$ cat src/rtl/ubfm_pkg.sv
package ubfm_pkg;
   // Register byte offsets.
   localparam logic [7:0] ADDR_CTRL   = 8'h00;
   localparam logic [7:0] ADDR_STATUS = 8'h04;
   localparam logic [7:0] ADDR_IRQST  = 8'h08;
   localparam logic [7:0] ADDR_IRQMSK = 8'h0C;
   localparam logic [7:0] ADDR_CMD    = 8'h10;
   // Control register fields.
   localparam int CTRL_HOST   = 0;
   localparam int CTRL_OUTDIR = 1;
   localparam int CTRL_CTRLEP = 2;
   localparam int CTRL_FREEZE = 3;
   localparam int CTRL_SOF    = 4;
   localparam int CTRL_PING   = 5;
   localparam int CTRL_STALL  = 6;
   localparam int CTRL_NBLO   = 8;
   // Status fields.
   localparam int ST_SENT   = 0;
   localparam int ST_HOFF   = 1;
   localparam int ST_ERR    = 2;
   localparam int ST_DIR    = 17;
   localparam int ST_ACC    = 16;
   localparam int ST_CURLO  = 14;
   localparam int ST_BUSYLO = 12;
   // Interrupt bits.
   localparam int IRQ_SENT  = 0;
   localparam int IRQ_BUSY  = 1;
   localparam int IRQ_W     = 2;
   // Command bits (write one).
   localparam int CMD_SENTC = 0;
   localparam int CMD_HOFFC = 1;
   localparam int CMD_ERRC  = 2;
   // Reset value and bank count limit.
   localparam logic [31:0] CTRL_RST = 32'h0000_0218;
   localparam logic [1:0]  BANKS_MAX = 2'h3;
   // Busy-count settle delay after a handoff clear, in cycles.
   localparam logic [1:0]  BUSY_DLY = 2'h2;
   typedef struct packed {
      logic       setupSeen;
      logic       nextIn;
      logic       pktDone;
      logic       bankFilled;
      logic       error;
   } ubfm_link_t;
   typedef enum logic [1:0] {
      UBFM_IDLE = 2'b00,
      UBFM_WAIT = 2'b01,
      UBFM_SEND = 2'b11
   } ubfm_state_t;
endpackage : ubfm_pkg

$ cat src/rtl/ubfm_bank_mgr.sv
// Functional notes
// Software configures and unfreezes the pipe before any OUT transfer happens.
// When the current OUT bank frees, set sent flag and handoff bit together.
// Pipe interrupt rises when sent flag is set and its enable is one.
// Writing sent-clear clears only the sent flag, banks untouched.
// Clearing handoff releases the bank, advances bank, reloads flags from next bank.
// Software clears the sent flag before clearing the handoff bit.
// Host OUT pipe: access allowed while the current bank is not full.
// Suspend request with a bank ready is overridden and the bank is sent.
// High-speed host handles PING itself; a ping enable tunes it.
// After SETUP, direction flag clears for following OUT, sets for following IN.
// Device: access allowed on IN when bank not full, OUT when not empty.
// Access allowed stays clear on stall request, error, or any other case.
// Software should not rely on access allowed for control endpoints.
// Current bank index in bits 15:14; values 0..2, 3 reserved.
// Current bank may change one cycle after access allowed changes; here the bank index and access allowed are registered on the same edge.
// Busy count in 13:12; IN endpoint interrupt when all banks free.
// OUT endpoint busy count tracks host fills; interrupt when all busy.
// Busy count updates two or three cycles after a handoff clear.
// Current bank pointer wraps from last configured bank back to zero.
//
// The register addresses and register access over APB were decided locally.
`timescale 1ns/1ps
`default_nettype none
module ubfm_bank_mgr (
   // Clock and reset
   input  wire logic               clk,
   input  wire logic               arst_n,
   input  wire logic               clkEn,
   // APB slave
   input  wire logic               psel,
   input  wire logic               penable,
   input  wire logic               pwrite,
   input  wire logic [7:0]         paddr,
   input  wire logic [31:0]        pwdata,
   output logic                    pready,
   output logic [31:0]             prdata,
   output logic                    pslverr,
   // USB link side
   input  wire ubfm_pkg::ubfm_link_t linkIn,
   output logic                    bankReady,
   output logic                    pingActive,
   output logic                    sofRun,
   // Interrupt
   output logic                    irq
);
   logic [31:0] ctrl_ff;
   logic [1:0]  curBank_ff;
   logic [2:0]  full_ff;
   logic        sent_ff, hoff_ff, err_ff, dir_ff;
   logic [1:0]  busy_ff;
   logic [1:0]  dly_ff;
   logic        acc_ff;
   localparam int IRQ_W_L = ubfm_pkg::IRQ_W;
   logic [IRQ_W_L-1:0] irqSt_ff, irqMsk_ff;
   ubfm_pkg::ubfm_state_t state_ff;

   logic wrEn, rdEn, cmdWr, sentClr, hoffClr, errClr, host, outDir, frozen, stall, ctrlEp;
   logic [1:0] nBanks, lastBank, nxtBank, fullCnt;
   logic curFull, sentEv, busyEv, nxt_acc;
   logic relEv, sentSet, nxtFull;

   assign wrEn    = psel & penable & pwrite & clkEn;
   assign rdEn    = psel & ~pwrite;
   assign pready  = 1'b1;
   assign cmdWr   = wrEn && paddr == ubfm_pkg::ADDR_CMD;
   assign sentClr = cmdWr & pwdata[ubfm_pkg::CMD_SENTC];
   assign hoffClr = cmdWr & pwdata[ubfm_pkg::CMD_HOFFC];
   assign errClr  = cmdWr & pwdata[ubfm_pkg::CMD_ERRC];
   assign host    = ctrl_ff[ubfm_pkg::CTRL_HOST];
   assign outDir  = ctrl_ff[ubfm_pkg::CTRL_OUTDIR];
   assign frozen  = ctrl_ff[ubfm_pkg::CTRL_FREEZE];
   assign stall   = ctrl_ff[ubfm_pkg::CTRL_STALL];
   assign ctrlEp  = ctrl_ff[ubfm_pkg::CTRL_CTRLEP];
   assign nBanks  = (ctrl_ff[ubfm_pkg::CTRL_NBLO +: 2] == 2'h0) ? 2'h1 :
                    (ctrl_ff[ubfm_pkg::CTRL_NBLO +: 2] > ubfm_pkg::BANKS_MAX) ? ubfm_pkg::BANKS_MAX :
                    ctrl_ff[ubfm_pkg::CTRL_NBLO +: 2];
   assign lastBank = nBanks - 2'h1;
   assign nxtBank  = (curBank_ff >= lastBank) ? 2'h0 : curBank_ff + 2'h1;
   assign curFull  = full_ff[curBank_ff];
   assign fullCnt  = 2'(full_ff[0]) + 2'(full_ff[1]) + 2'(full_ff[2]);

   // Register write side.
   always_ff @(posedge clk or negedge arst_n) begin
      if (!arst_n) begin
         ctrl_ff   <= ubfm_pkg::CTRL_RST;
         irqMsk_ff <= '0;
      end else if (wrEn) begin
         if (paddr == ubfm_pkg::ADDR_CTRL) begin
            ctrl_ff <= pwdata;
         end
         if (paddr == ubfm_pkg::ADDR_IRQMSK) begin
            irqMsk_ff <= pwdata[IRQ_W_L-1:0];
         end
      end
   end

   // Link event stream: host pipes and device IN banks drain, a peer fills device OUT banks.
   // The pipe is idle while frozen, so nothing moves before software unfreezes it.
   logic drainEv, fillEv, oldest;
   logic [1:0] txBank_ff;
   assign drainEv = linkIn.pktDone & (host | ~outDir) & ~frozen & (state_ff == ubfm_pkg::UBFM_SEND);
   assign fillEv  = linkIn.bankFilled & ~host & outDir & ~frozen & ~full_ff[txBank_ff];
   assign oldest  = 1'b0;

   // Releasing a host pipe from freeze hands its free current bank to software.
   assign relEv   = wrEn & (paddr == ubfm_pkg::ADDR_CTRL) & frozen & ~pwdata[ubfm_pkg::CTRL_FREEZE] &
                    pwdata[ubfm_pkg::CTRL_HOST] & hoff_ff & ~curFull;
   // With one bank the next bank is the one just handed off, so its new state is used.
   assign nxtFull = (nxtBank == curBank_ff) ? (host | ~outDir) : full_ff[nxtBank];

   // Bank occupancy, current bank pointer and handoff bit.
   always_ff @(posedge clk or negedge arst_n) begin
      if (!arst_n) begin
         full_ff    <= 3'h0;
         curBank_ff <= 2'h0;
         txBank_ff  <= 2'h0;
         hoff_ff    <= 1'b1;
         sent_ff    <= 1'b0;
      end else if (clkEn) begin
         // Release and advance on handoff clear; flags reload from the next bank.
         if (hoffClr && hoff_ff) begin
            curBank_ff <= nxtBank;
            hoff_ff    <= nxtFull != (host | ~outDir);
            sent_ff    <= host & ~nxtFull;
         end else if (sentEv) begin
            hoff_ff <= 1'b1;
            sent_ff <= 1'b1;
         end else if (sentClr) begin
            sent_ff <= 1'b0;
         end
         for (int i = 0; i < 3; i++) begin
            if (hoffClr && hoff_ff && curBank_ff == 2'(i)) begin
               full_ff[i] <= host | ~outDir;
            end else if ((drainEv | fillEv) && txBank_ff == 2'(i)) begin
               full_ff[i] <= fillEv;
            end
         end
         if (drainEv | fillEv) begin
            txBank_ff <= (txBank_ff >= lastBank) ? 2'h0 : txBank_ff + 2'h1;
         end
      end
   end
   // A sent event fires when the bank under software frees while it was waiting for it.
   assign sentEv  = (host & drainEv & (txBank_ff == curBank_ff) & ~hoff_ff) | relEv;
   assign sentSet = sentEv | (hoffClr & hoff_ff & host & ~nxtFull);

   // Transmit sequencer: suspend is overridden while a bank waits to go out.
   always_ff @(posedge clk or negedge arst_n) begin
      if (!arst_n) begin
         state_ff <= ubfm_pkg::UBFM_IDLE;
      end else if (clkEn) begin
         unique case (state_ff)
            ubfm_pkg::UBFM_IDLE: if (|full_ff && (host | ~outDir) && !frozen) state_ff <= ubfm_pkg::UBFM_WAIT;
            ubfm_pkg::UBFM_WAIT: state_ff <= ubfm_pkg::UBFM_SEND;
            ubfm_pkg::UBFM_SEND: if (drainEv && fullCnt == 2'h1) state_ff <= ubfm_pkg::UBFM_IDLE;
         endcase
      end
   end
   assign bankReady  = state_ff == ubfm_pkg::UBFM_SEND;
   assign sofRun     = ctrl_ff[ubfm_pkg::CTRL_SOF] | (host & |full_ff);
   assign pingActive = host & ctrl_ff[ubfm_pkg::CTRL_PING] & bankReady;

   // Control direction and error flag.
   always_ff @(posedge clk or negedge arst_n) begin
      if (!arst_n) begin
         dir_ff <= 1'b0;
         err_ff <= 1'b0;
      end else if (clkEn) begin
         if (linkIn.setupSeen && ctrlEp && !host) begin
            dir_ff <= linkIn.nextIn;
         end
         if (linkIn.error) begin
            err_ff <= 1'b1;
         end else if (errClr) begin
            err_ff <= 1'b0;
         end
      end
   end

   // Access-allowed flag; it and the bank index are registered on the same edge, both one cycle behind the bank pointer.
   always_comb begin
      nxt_acc = 1'b0;
      if (stall || err_ff) begin
         nxt_acc = 1'b0;
      end else if (host || !outDir) begin
         nxt_acc = ~curFull;
      end else begin
         nxt_acc = curFull;
      end
   end
   logic [1:0] curBankRep_ff;
   always_ff @(posedge clk or negedge arst_n) begin
      if (!arst_n) begin
         acc_ff        <= 1'b0;
         curBankRep_ff <= 2'h0;
      end else if (clkEn) begin
         acc_ff        <= nxt_acc;
         curBankRep_ff <= ctrlEp ? 2'h0 : curBank_ff;
      end
   end

   // Busy count refreshes a fixed delay after a handoff clear so the next address settles.
   always_ff @(posedge clk or negedge arst_n) begin
      if (!arst_n) begin
         busy_ff <= 2'h0;
         dly_ff  <= 2'h0;
      end else if (clkEn) begin
         if (hoffClr && hoff_ff) begin
            dly_ff <= ubfm_pkg::BUSY_DLY;
         end else if (dly_ff != 2'h0) begin
            dly_ff <= dly_ff - 2'h1;
         end
         if (dly_ff == 2'h1 || (dly_ff == 2'h0 && !(hoffClr && hoff_ff))) begin
            busy_ff <= fullCnt;
         end
      end
   end
   assign busyEv = (!outDir && busy_ff == 2'h0) || (outDir && busy_ff == nBanks);

   // Sticky interrupt status, set beats clear.
   always_ff @(posedge clk or negedge arst_n) begin
      if (!arst_n) begin
         irqSt_ff <= '0;
      end else if (clkEn) begin
         if (wrEn && paddr == ubfm_pkg::ADDR_IRQST) begin
            irqSt_ff <= irqSt_ff & ~pwdata[IRQ_W_L-1:0];
         end
         if (sentSet) irqSt_ff[ubfm_pkg::IRQ_SENT] <= 1'b1;
         if (busyEv && !host) irqSt_ff[ubfm_pkg::IRQ_BUSY] <= 1'b1;
      end
   end
   assign irq = |(irqSt_ff & irqMsk_ff);

   // Read side.
   always_ff @(posedge clk or negedge arst_n) begin
      if (!arst_n) begin
         prdata  <= 32'h0000_0000;
         pslverr <= 1'b0;
      end else if (clkEn && rdEn && !penable) begin
         pslverr <= 1'b0;
         unique case (paddr)
            ubfm_pkg::ADDR_CTRL:   prdata <= ctrl_ff;
            ubfm_pkg::ADDR_STATUS: prdata <= {14'h0000, dir_ff, acc_ff, curBankRep_ff, busy_ff,
                                              9'h000, err_ff, hoff_ff, sent_ff};
            ubfm_pkg::ADDR_IRQST:  prdata <= {30'h0000_0000, irqSt_ff};
            ubfm_pkg::ADDR_IRQMSK: prdata <= {30'h0000_0000, irqMsk_ff};
            default: begin
               prdata  <= 32'h0000_0000;
               pslverr <= paddr != ubfm_pkg::ADDR_CMD;
            end
         endcase
      end
   end

   a_sent_irq: assert property (@(posedge clk) disable iff (!arst_n)
      clkEn && sentSet |=> irqSt_ff[ubfm_pkg::IRQ_SENT]) else $error("sent flag did not raise status");
   a_sent_pair: assert property (@(posedge clk) disable iff (!arst_n)
      $rose(sent_ff) |-> hoff_ff) else $error("sent flag without handoff bit");
   a_acc_stall: assert property (@(posedge clk) disable iff (!arst_n)
      $past(stall) && $past(clkEn) |-> !acc_ff) else $error("access allowed under stall");
   a_bank_range: assert property (@(posedge clk) disable iff (!arst_n)
      curBankRep_ff != 2'h3) else $error("reserved bank index");
   a_sent_clear: assert property (@(posedge clk) disable iff (!arst_n)
      clkEn && sentClr && !sentEv && !hoffClr && !(drainEv | fillEv) |=> !sent_ff && $stable(full_ff))
      else $error("sent clear bad");
   a_busy_delay: assert property (@(posedge clk) disable iff (!arst_n)
      clkEn && hoffClr && hoff_ff |=> dly_ff == ubfm_pkg::BUSY_DLY) else $error("busy delay not started");
   a_dir_setup: assert property (@(posedge clk) disable iff (!arst_n)
      clkEn && linkIn.setupSeen && ctrlEp && !host |=> dir_ff == $past(linkIn.nextIn)) else $error("direction wrong");
   a_bank_wrap: assert property (@(posedge clk) disable iff (!arst_n)
      curBank_ff <= ubfm_pkg::BANKS_MAX - 2'h1) else $error("bank pointer out of range");

   a_irq_mask: assert property (@(posedge clk) disable iff (!arst_n)
      irqSt_ff[ubfm_pkg::IRQ_SENT] && irqMsk_ff[ubfm_pkg::IRQ_SENT] |-> irq) else $error("masked irq missing");

   a_sent_set: assert property (@(posedge clk) disable iff (!arst_n)
      clkEn && sentEv && !(hoffClr && hoff_ff) |=> sent_ff && hoff_ff) else $error("sent event lost");

   a_hoff_adv: assert property (@(posedge clk) disable iff (!arst_n)
      clkEn && hoffClr && hoff_ff |=> curBank_ff == $past(nxtBank)) else $error("bank did not advance");

   a_hoff_full: assert property (@(posedge clk) disable iff (!arst_n)
      clkEn && hoffClr && hoff_ff |=> full_ff[$past(curBank_ff)] == $past(host | ~outDir))
      else $error("handed bank state wrong");

   a_frozen_idle: assert property (@(posedge clk) disable iff (!arst_n)
      clkEn && frozen && state_ff == ubfm_pkg::UBFM_IDLE |=> state_ff == ubfm_pkg::UBFM_IDLE)
      else $error("frozen pipe started");

   a_acc_host: assert property (@(posedge clk) disable iff (!arst_n)
      clkEn && !stall && !err_ff && host |=> acc_ff == !$past(curFull)) else $error("host access flag wrong");

   a_acc_devout: assert property (@(posedge clk) disable iff (!arst_n)
      clkEn && !stall && !err_ff && !host && outDir |=> acc_ff == $past(curFull))
      else $error("device OUT access flag wrong");

   a_acc_err: assert property (@(posedge clk) disable iff (!arst_n)
      clkEn && err_ff |=> !acc_ff) else $error("access allowed under error");

   a_sof_force: assert property (@(posedge clk) disable iff (!arst_n)
      host && |full_ff |-> sofRun) else $error("suspend not overridden");

   a_ping_host: assert property (@(posedge clk) disable iff (!arst_n)
      pingActive |-> host && bankReady) else $error("ping outside host send");

   a_bank_lag: assert property (@(posedge clk) disable iff (!arst_n)
      clkEn && !ctrlEp |=> curBankRep_ff == $past(curBank_ff)) else $error("bank index lag wrong");

   a_bank_ctrl: assert property (@(posedge clk) disable iff (!arst_n)
      clkEn && ctrlEp |=> curBankRep_ff == 2'h0) else $error("control endpoint bank index");

   a_busy_irq: assert property (@(posedge clk) disable iff (!arst_n)
      clkEn && busyEv && !host |=> irqSt_ff[ubfm_pkg::IRQ_BUSY]) else $error("busy status not set");

   a_busy_hold: assert property (@(posedge clk) disable iff (!arst_n)
      dly_ff == 2'h2 |=> $stable(busy_ff)) else $error("busy count moved early");

   a_busy_load: assert property (@(posedge clk) disable iff (!arst_n)
      clkEn && dly_ff == 2'h1 |=> busy_ff == $past(fullCnt)) else $error("busy count not loaded");

   a_state_legal: assert property (@(posedge clk) disable iff (!arst_n)
      state_ff inside {ubfm_pkg::UBFM_IDLE, ubfm_pkg::UBFM_WAIT, ubfm_pkg::UBFM_SEND})
      else $error("illegal sequencer state");

   a_dir_hold: assert property (@(posedge clk) disable iff (!arst_n)
      clkEn && !(linkIn.setupSeen && ctrlEp && !host) |=> $stable(dir_ff)) else $error("direction moved");

   a_err_set: assert property (@(posedge clk) disable iff (!arst_n)
      clkEn && linkIn.error |=> err_ff) else $error("error flag not set");

   a_next_range: assert property (@(posedge clk) disable iff (!arst_n)
      nxtBank < nBanks) else $error("next bank beyond configured banks");

   a_fill_busy: assert property (@(posedge clk) disable iff (!arst_n)
      clkEn && fillEv && !(hoffClr && hoff_ff && curBank_ff == txBank_ff) |=> full_ff[$past(txBank_ff)])
      else $error("filled bank not busy");

   a_drain_free: assert property (@(posedge clk) disable iff (!arst_n)
      clkEn && drainEv && !(hoffClr && hoff_ff && curBank_ff == txBank_ff) |=> !full_ff[$past(txBank_ff)])
      else $error("sent bank not freed");

endmodule : ubfm_bank_mgr
`default_nettype wire

$ cat config.mk
export PLATFORM = sky130hd
export DESIGN_NAME = ubfm_bank_mgr
export DESIGN_NICKNAME = d
export VERILOG_FILES = /design/src/rtl/ubfm_pkg.sv /design/src/rtl/ubfm_bank_mgr.sv
export SDC_FILE = /design/constraint.sdc
export NUM_CORES = 1
export LEC_CHECK = 0
export BUFFER_PORTS_ARGS = -buffer_cell sky130_fd_sc_hd__clkbuf_2
export CAP_MARGIN = 20
export CORE_UTILIZATION = 50
export CTS_CLUSTER_DIAMETER = 100
export DETAILED_ROUTE_END_ITERATION = 6
export PLACE_DENSITY = 0.86
export REMOVE_ABC_BUFFERS = 1
export SYNTH_ARGS = -nofsm -noshare
export SYNTH_HDL_FRONTEND = slang
export SYNTH_SLANG_ARGS = --single-unit
$ cat constraint.sdc
create_clock -name clk -period 2.1 [get_ports clk]
set_clock_uncertainty 0.05 [all_clocks]
set_input_delay 0.105 -clock clk [delete_from_list [all_inputs] [get_ports clk]]
set_output_delay 0.105 -clock clk [all_outputs]
set_load 0.02 [all_outputs]
==> flow_summary.toml, run 1 <==
[status]
outcome = "finished with violations"
violations = "hold timing"

[detailed_routing]
num_vias = 3632
drt-total-wl_um = 11700
viasPerCell = 5.93
wl_per_cell_um = 19.1
drc = 0
firstDrtPassIters = 5
ant_nets = 0
first_iter_violations = 277

[synth]
syn_area_sq_um = 4330
synthCells = 364
synth_enable_flop_cells = 0
syn_area_per_cell_sq_um = 11.9
synth_cell_type_count = 58
yosysWarnings = 0
ys_seq_elements = 89
async_flop_share = 1.00
yosysSeqAreaShare = 0.515
synthFlopType = "dfrtp_1"

[finish]
num_antenna_cells = 0
area_growth_pct = 27.8
final_common_cell = "clkbuf_2"
layout_common_cells = "clkbuf_2 (86), dfrtp_1 (85), nand2_1 (34), dlygate4sd3_1 (33), mux2_4 (30)"
utilization = 0.667
finalNonFillerCells = 612
drive_gt1_frac = 0.345
stdcell_area_sq_um = 5540
nNetsFinal = 562

[global_routing]
grt_pass1_wl_um = 18400
antenna_found_initial = 0
grt_pass1_vias = 3682
gr-usage-all-layers = 0.271
grt.overflow.total = 0
grt_max_degree = 43

[sta]
min_period_ns = 1.98
hold_slack_ns = -0.00285
setup_viol = 0
drv_slew = 0
slew_headroom = 0.637
max_freq_mhz = 505
rsz0062_at_grt = "no"
fin_ws_ns = 0.121
hold_viol = 1
tightestPinTransition_ns = 0.544
fin_crit_sh = 0.943

[power]
leakage_uw = 0.00284
power.total_uw = 3340
ir_drop_mv = 0.482
powerDensity_nw_per_um2 = 603

[clock_network]
clkTransAtPathRegs_ns = 0.10
cts_tree = "yes"
cts.sinks = 89
htreeDepth = 3
cts_resized = 0
insertion_delay_ns = 0.38
numCtsBuffers = 9
cts-root-buf = "clkbuf_8"
cts_buffer_depth = 2

[worst_setup_path]
startpoint_type = "register"
critPathMaxFanout = 8
critPathRequiredTime_ns = 2.32
crit_type = "reg -> reg"
arrival_ns = 2.20
endpoint_kind = "register"

[floorplanning]
rows = 33
die_x_um = 95.1
die_area_sq_um = 9040
start_util = 0.522
die_y_um = 95.1
pin_count = 89
core-area_sq_um = 8300

[run]
max_cap_viol_count = 0

[place]
dp_hpwl_um = 7620
dp_cells = 563
routabilityCongestion = 0.938
dpl-instance-area_sq_um = 5010
io_buffers = 87
dp_slack_ns = -0.0382

[min_path]
hold_path_class = "in -> reg"
==> synthesized netlist by cell type (4+ instances only) <==
| library cell | count | area (sq um) |
|---|---|---|
| dfrtp_1 | 85 | 2130 |
| nand2_1 | 34 | 128 |
| mux2_4 | 30 | 450 |
| a22o_1 | 28 | 245 |
| o21ai_0 | 19 | 95.1 |
| inv_1 | 14 | 52.6 |
| mux2i_1 | 14 | 140 |
| nor2_1 | 14 | 52.6 |
| nand3_1 | 10 | 50.1 |
| clkbuf_1 | 8 | 30.0 |
| ha_1 | 8 | 100 |
| a21oi_1 | 6 | 30.0 |
| a211o_1 | 5 | 43.8 |
| mux2_2 | 5 | 56.3 |
| nor2b_1 | 5 | 31.3 |
| and3_1 | 4 | 25.0 |
| buf_6 | 4 | 45.0 |
| dfstp_2 | 4 | 105 |
==> sequential cells by signal, summed over array words and instances, names as in the netlist, 2 cells and up <==
register / count
prdata: 32
txBank_ff: 2
curBankRep_ff: 2
curBank_ff: 2
state_ff: 2
dly_ff: 2
irqSt_ff: 2
ctrl_ff: 32
full_ff: 3
busy_ff: 2
irqMsk_ff: 2
==> worst paths after layout <==
| kind | start | to | slack [ns] | cells past startpoint |
|---|---|---|---|---|
| min reg2reg | pslverr | pslverr | 0.45 | 2 |
| max | hoff_ff | full_ff[1] | 0.12 | 6 |
| min | paddr[0] | pslverr | -0.003 | 3 |
| min in group asynchronous | arst_n | ctrl_ff[19] | 0.07 | 2 |
| max reg2reg | hoff_ff | full_ff[1] | 0.12 | 6 |
| max in group asynchronous | arst_n | ctrl_ff[3] | 1.12 | 3 |
==> cells by family (layout without fill, tap and decap cells) <==
family / after synthesis / in the layout / synth area share
fa+ha+maj: 9 / 9 / 0.0277
other cells: 1 / 1 / 0.000865
compound gates: 84 / 84 / 0.145
xor+xnor: 5 / 5 / 0.0101
simple gates: 94 / 94 / 0.115
mux: 49 / 49 / 0.149
buf+inv: 33 / 176 / 0.0372
flops: 89 / 89 / 0.515
==> timing repair <==
| action | CTS | global route |
|---|---|---|
| buffers inserted | 0 | 0 |
| endpoints found under the hold margin | 117 | 0 |
| hold buffers | 33 | 0 |
==> final cells by class <==
class,count,area (sq um)
multi-input combinational,242,1940
tap,105,131
fill,532,2760
inverter,15,56.3
clock inverter,6,57.6
timing repair buffer,145,981
clock buffer,10,138
sequential,89,2230
==> per-layer routing <==
layer	vias to the layer above	part of all wire	track usage
met1	1777	0.39	0.345
met4	0	0.037	0.124
met3	42	0.075	0.0542
li1	1595	-	-
met2	218	0.50	0.445
met5	-	0	0
==> critical path: stages, from the launching register on <==
cell	delay [ns]
dfstp_2	0.55
or4bb_1	0.44
nor4_4	0.14
buf_4	0.19
and2_1	0.20
nand2_1	0.07
a22o_1	0.23
==> metrics by stage <==
stage,hold slack [ns],TNS (ns)
global route,0.0146,0
CTS,0.00471,0
detailed placement,-0.0854,-0.382
global placement,-0.0857,-0.241
floorplan,-0.241,-13.08
finish,-0.00285,0
==> where the power goes <==
group / total, uW / switching [uW] / internal [uW]
Sequential: 1780 / 27.7 / 1750
Combinational: 373 / 203 / 170
Clock: 1190 / 694 / 494
Note: power is estimated with default switching activity, not from simulation.
==> run 2, diff against run 1 <==
Settings changed: CORE_UTILIZATION 50 to 51, CTS_BUF_LIST set to sky130_fd_sc_hd__clkbuf_2, GPL_ROUTABILITY_DRIVEN set to 0, PLACE_DENSITY 0.86 to 0.87.
==> flow_summary.toml, run 2 (synthesis results as in run 1) <==
[floorplanning]
rows = 33
die_area_sq_um = 8870
die_x_um = 94.2
pin_count = 89
die_y_um = 94.2
core-area_sq_um = 8220
start_util = 0.527

[global_routing]
grt_pass1_wl_um = 19800
grt.overflow.total = 0
top_usage_layer = "met2"
grt_max_degree = 35
grt_pass1_vias = 3884
met3_usage = 0.0825
use_met1 = 0.354
grtUsageMet2 = 0.505
antenna_found_initial = 0
gr-usage-all-layers = 0.301

[finish]
area_growth_pct = 31.2
utilization = 0.692
nNetsFinal = 581
multiInputGateArea_sq_um = 1980
layout_common_cells = "clkbuf_2 (95), dfrtp_1 (84), dlygate4sd3_1 (49), nand2_1 (34), mux2_4 (30)"
top_regs = "ctrl_ff x32, prdata x32, full_ff x3"
stdcell_area_sq_um = 5690
drive_gt1_frac = 0.346
fillers = 537
final_common_cell = "clkbuf_2"
regArea_sq_um = 2230

[place]
dpl-instance-area_sq_um = 5030
dp_hpwl_um = 7460
dp_slack_ns = -0.0662
io_buffers = 87

[detailed_routing]
viasPerCell = 5.98
wl_per_cell_um = 20.2
first_iter_violations = 247
num_vias = 3777
drt-total-wl_um = 12800
firstDrtPassIters = 5
drc = 0
ant_nets = 0

[sta]
drv_slew = 0
max_freq_mhz = 474
min_period_ns = 2.11
fin_ws_ns = -0.0105
hold_slack_ns = 0.0202
hold_viol = 0
setup_viol = 1
fin_crit_sh = 1.00
tns_ns = -0.0105

[power]
ir_drop_mv = 0.495
powerDensity_nw_per_um2 = 538
leakage_uw = 0.00291

[worst_setup_path]
startpoint_type = "input pin"
critPathMaxFanout = 4
endpoint_kind = "register"
r2r_slack_ns = 0.08
r2r_cells = 6
critPathRequiredTime_ns = 2.55
crit_start = "paddr[0]"
crit_type = "in -> reg"
r2r-end = "full_ff[0]"
rr_startpoint = "hoff_ff"
arrival_ns = 2.56

[clock_network]
cts_buffer_depth = 2
cts-root-buf = "clkbuf_2"
htreeDepth = 3
cts.sinks = 89
cts_tree = "yes"
clkTransAtPathRegs_ns = 0.27
numCtsBuffers = 9
insertion_delay_ns = 0.59

[min_path]
hold_end = "curBank_ff[1]"
min_from = "paddr[6]"
holdPathStages = 6
hold_path_class = "in -> reg"

[run]
max_cap_viol_count = 0

[status]
violations = "setup timing"
outcome = "finished with violations"
[run 2: critical path, stage by stage]
cell           delay, ns
dlygate4sd3_1       0.53
clkbuf_2            0.16
or4_4               0.45
nor2_1              0.13
nand2_1             0.06
dlygate4sd3_1       0.62
o41ai_2             0.37
o31ai_1             0.13
[run 2: worst max-delay path by stage]
stage / end / slack, ns
after global placement: sent_ff / -0.004
after floorplan: sent_ff / -0.36
after detailed placement: sent_ff / -0.07
after global routing: irqSt_ff[0] / -0.09
after CTS: err_ff / 0.03
final: irqSt_ff[1] / -0.01
[run 2: area by class of cell]
class	count	share of cell area
Antenna cell	1	0.000440
Clock buffer	9	0.00792
Clock inverter	7	0.0108
Inverter	15	0.00990
Multi-Input combinational cell	242	0.348
Sequential cell	89	0.393
Tap cell	105	0.0231
Timing Repair Buffer	164	0.207
[run 2: power breakdown]
part	internal (uW)	total, uW	switching, uW
Sequential	1760	1790	28.9
Combinational	190	406	216
Clock	187	867	680
Total	2130	3060	924
[run 2: layer usage]
metal	part of all wire	wire, um
met4	0.036	461
met2	0.51	6560
met3	0.076	974
met5	0	0
met1	0.37	4790
[run 2: through the flow]
step | total power [uW] | instances
finish | 3060 | 632
global route | 3170 | 631
CTS | 3020 | 631
detailed placement | 2130 | 565
global placement | 2110 | 565
floorplan | 1960 | 346
[run 2: what timing repair did]
action | in CTS | in global routing
hold buffers | 50 | 0
setup buffers | 0 | 0
endpoints found under the setup margin | 0 | 5
resized for setup | 0 | 7
endpoints found under the hold margin | 138 | 0
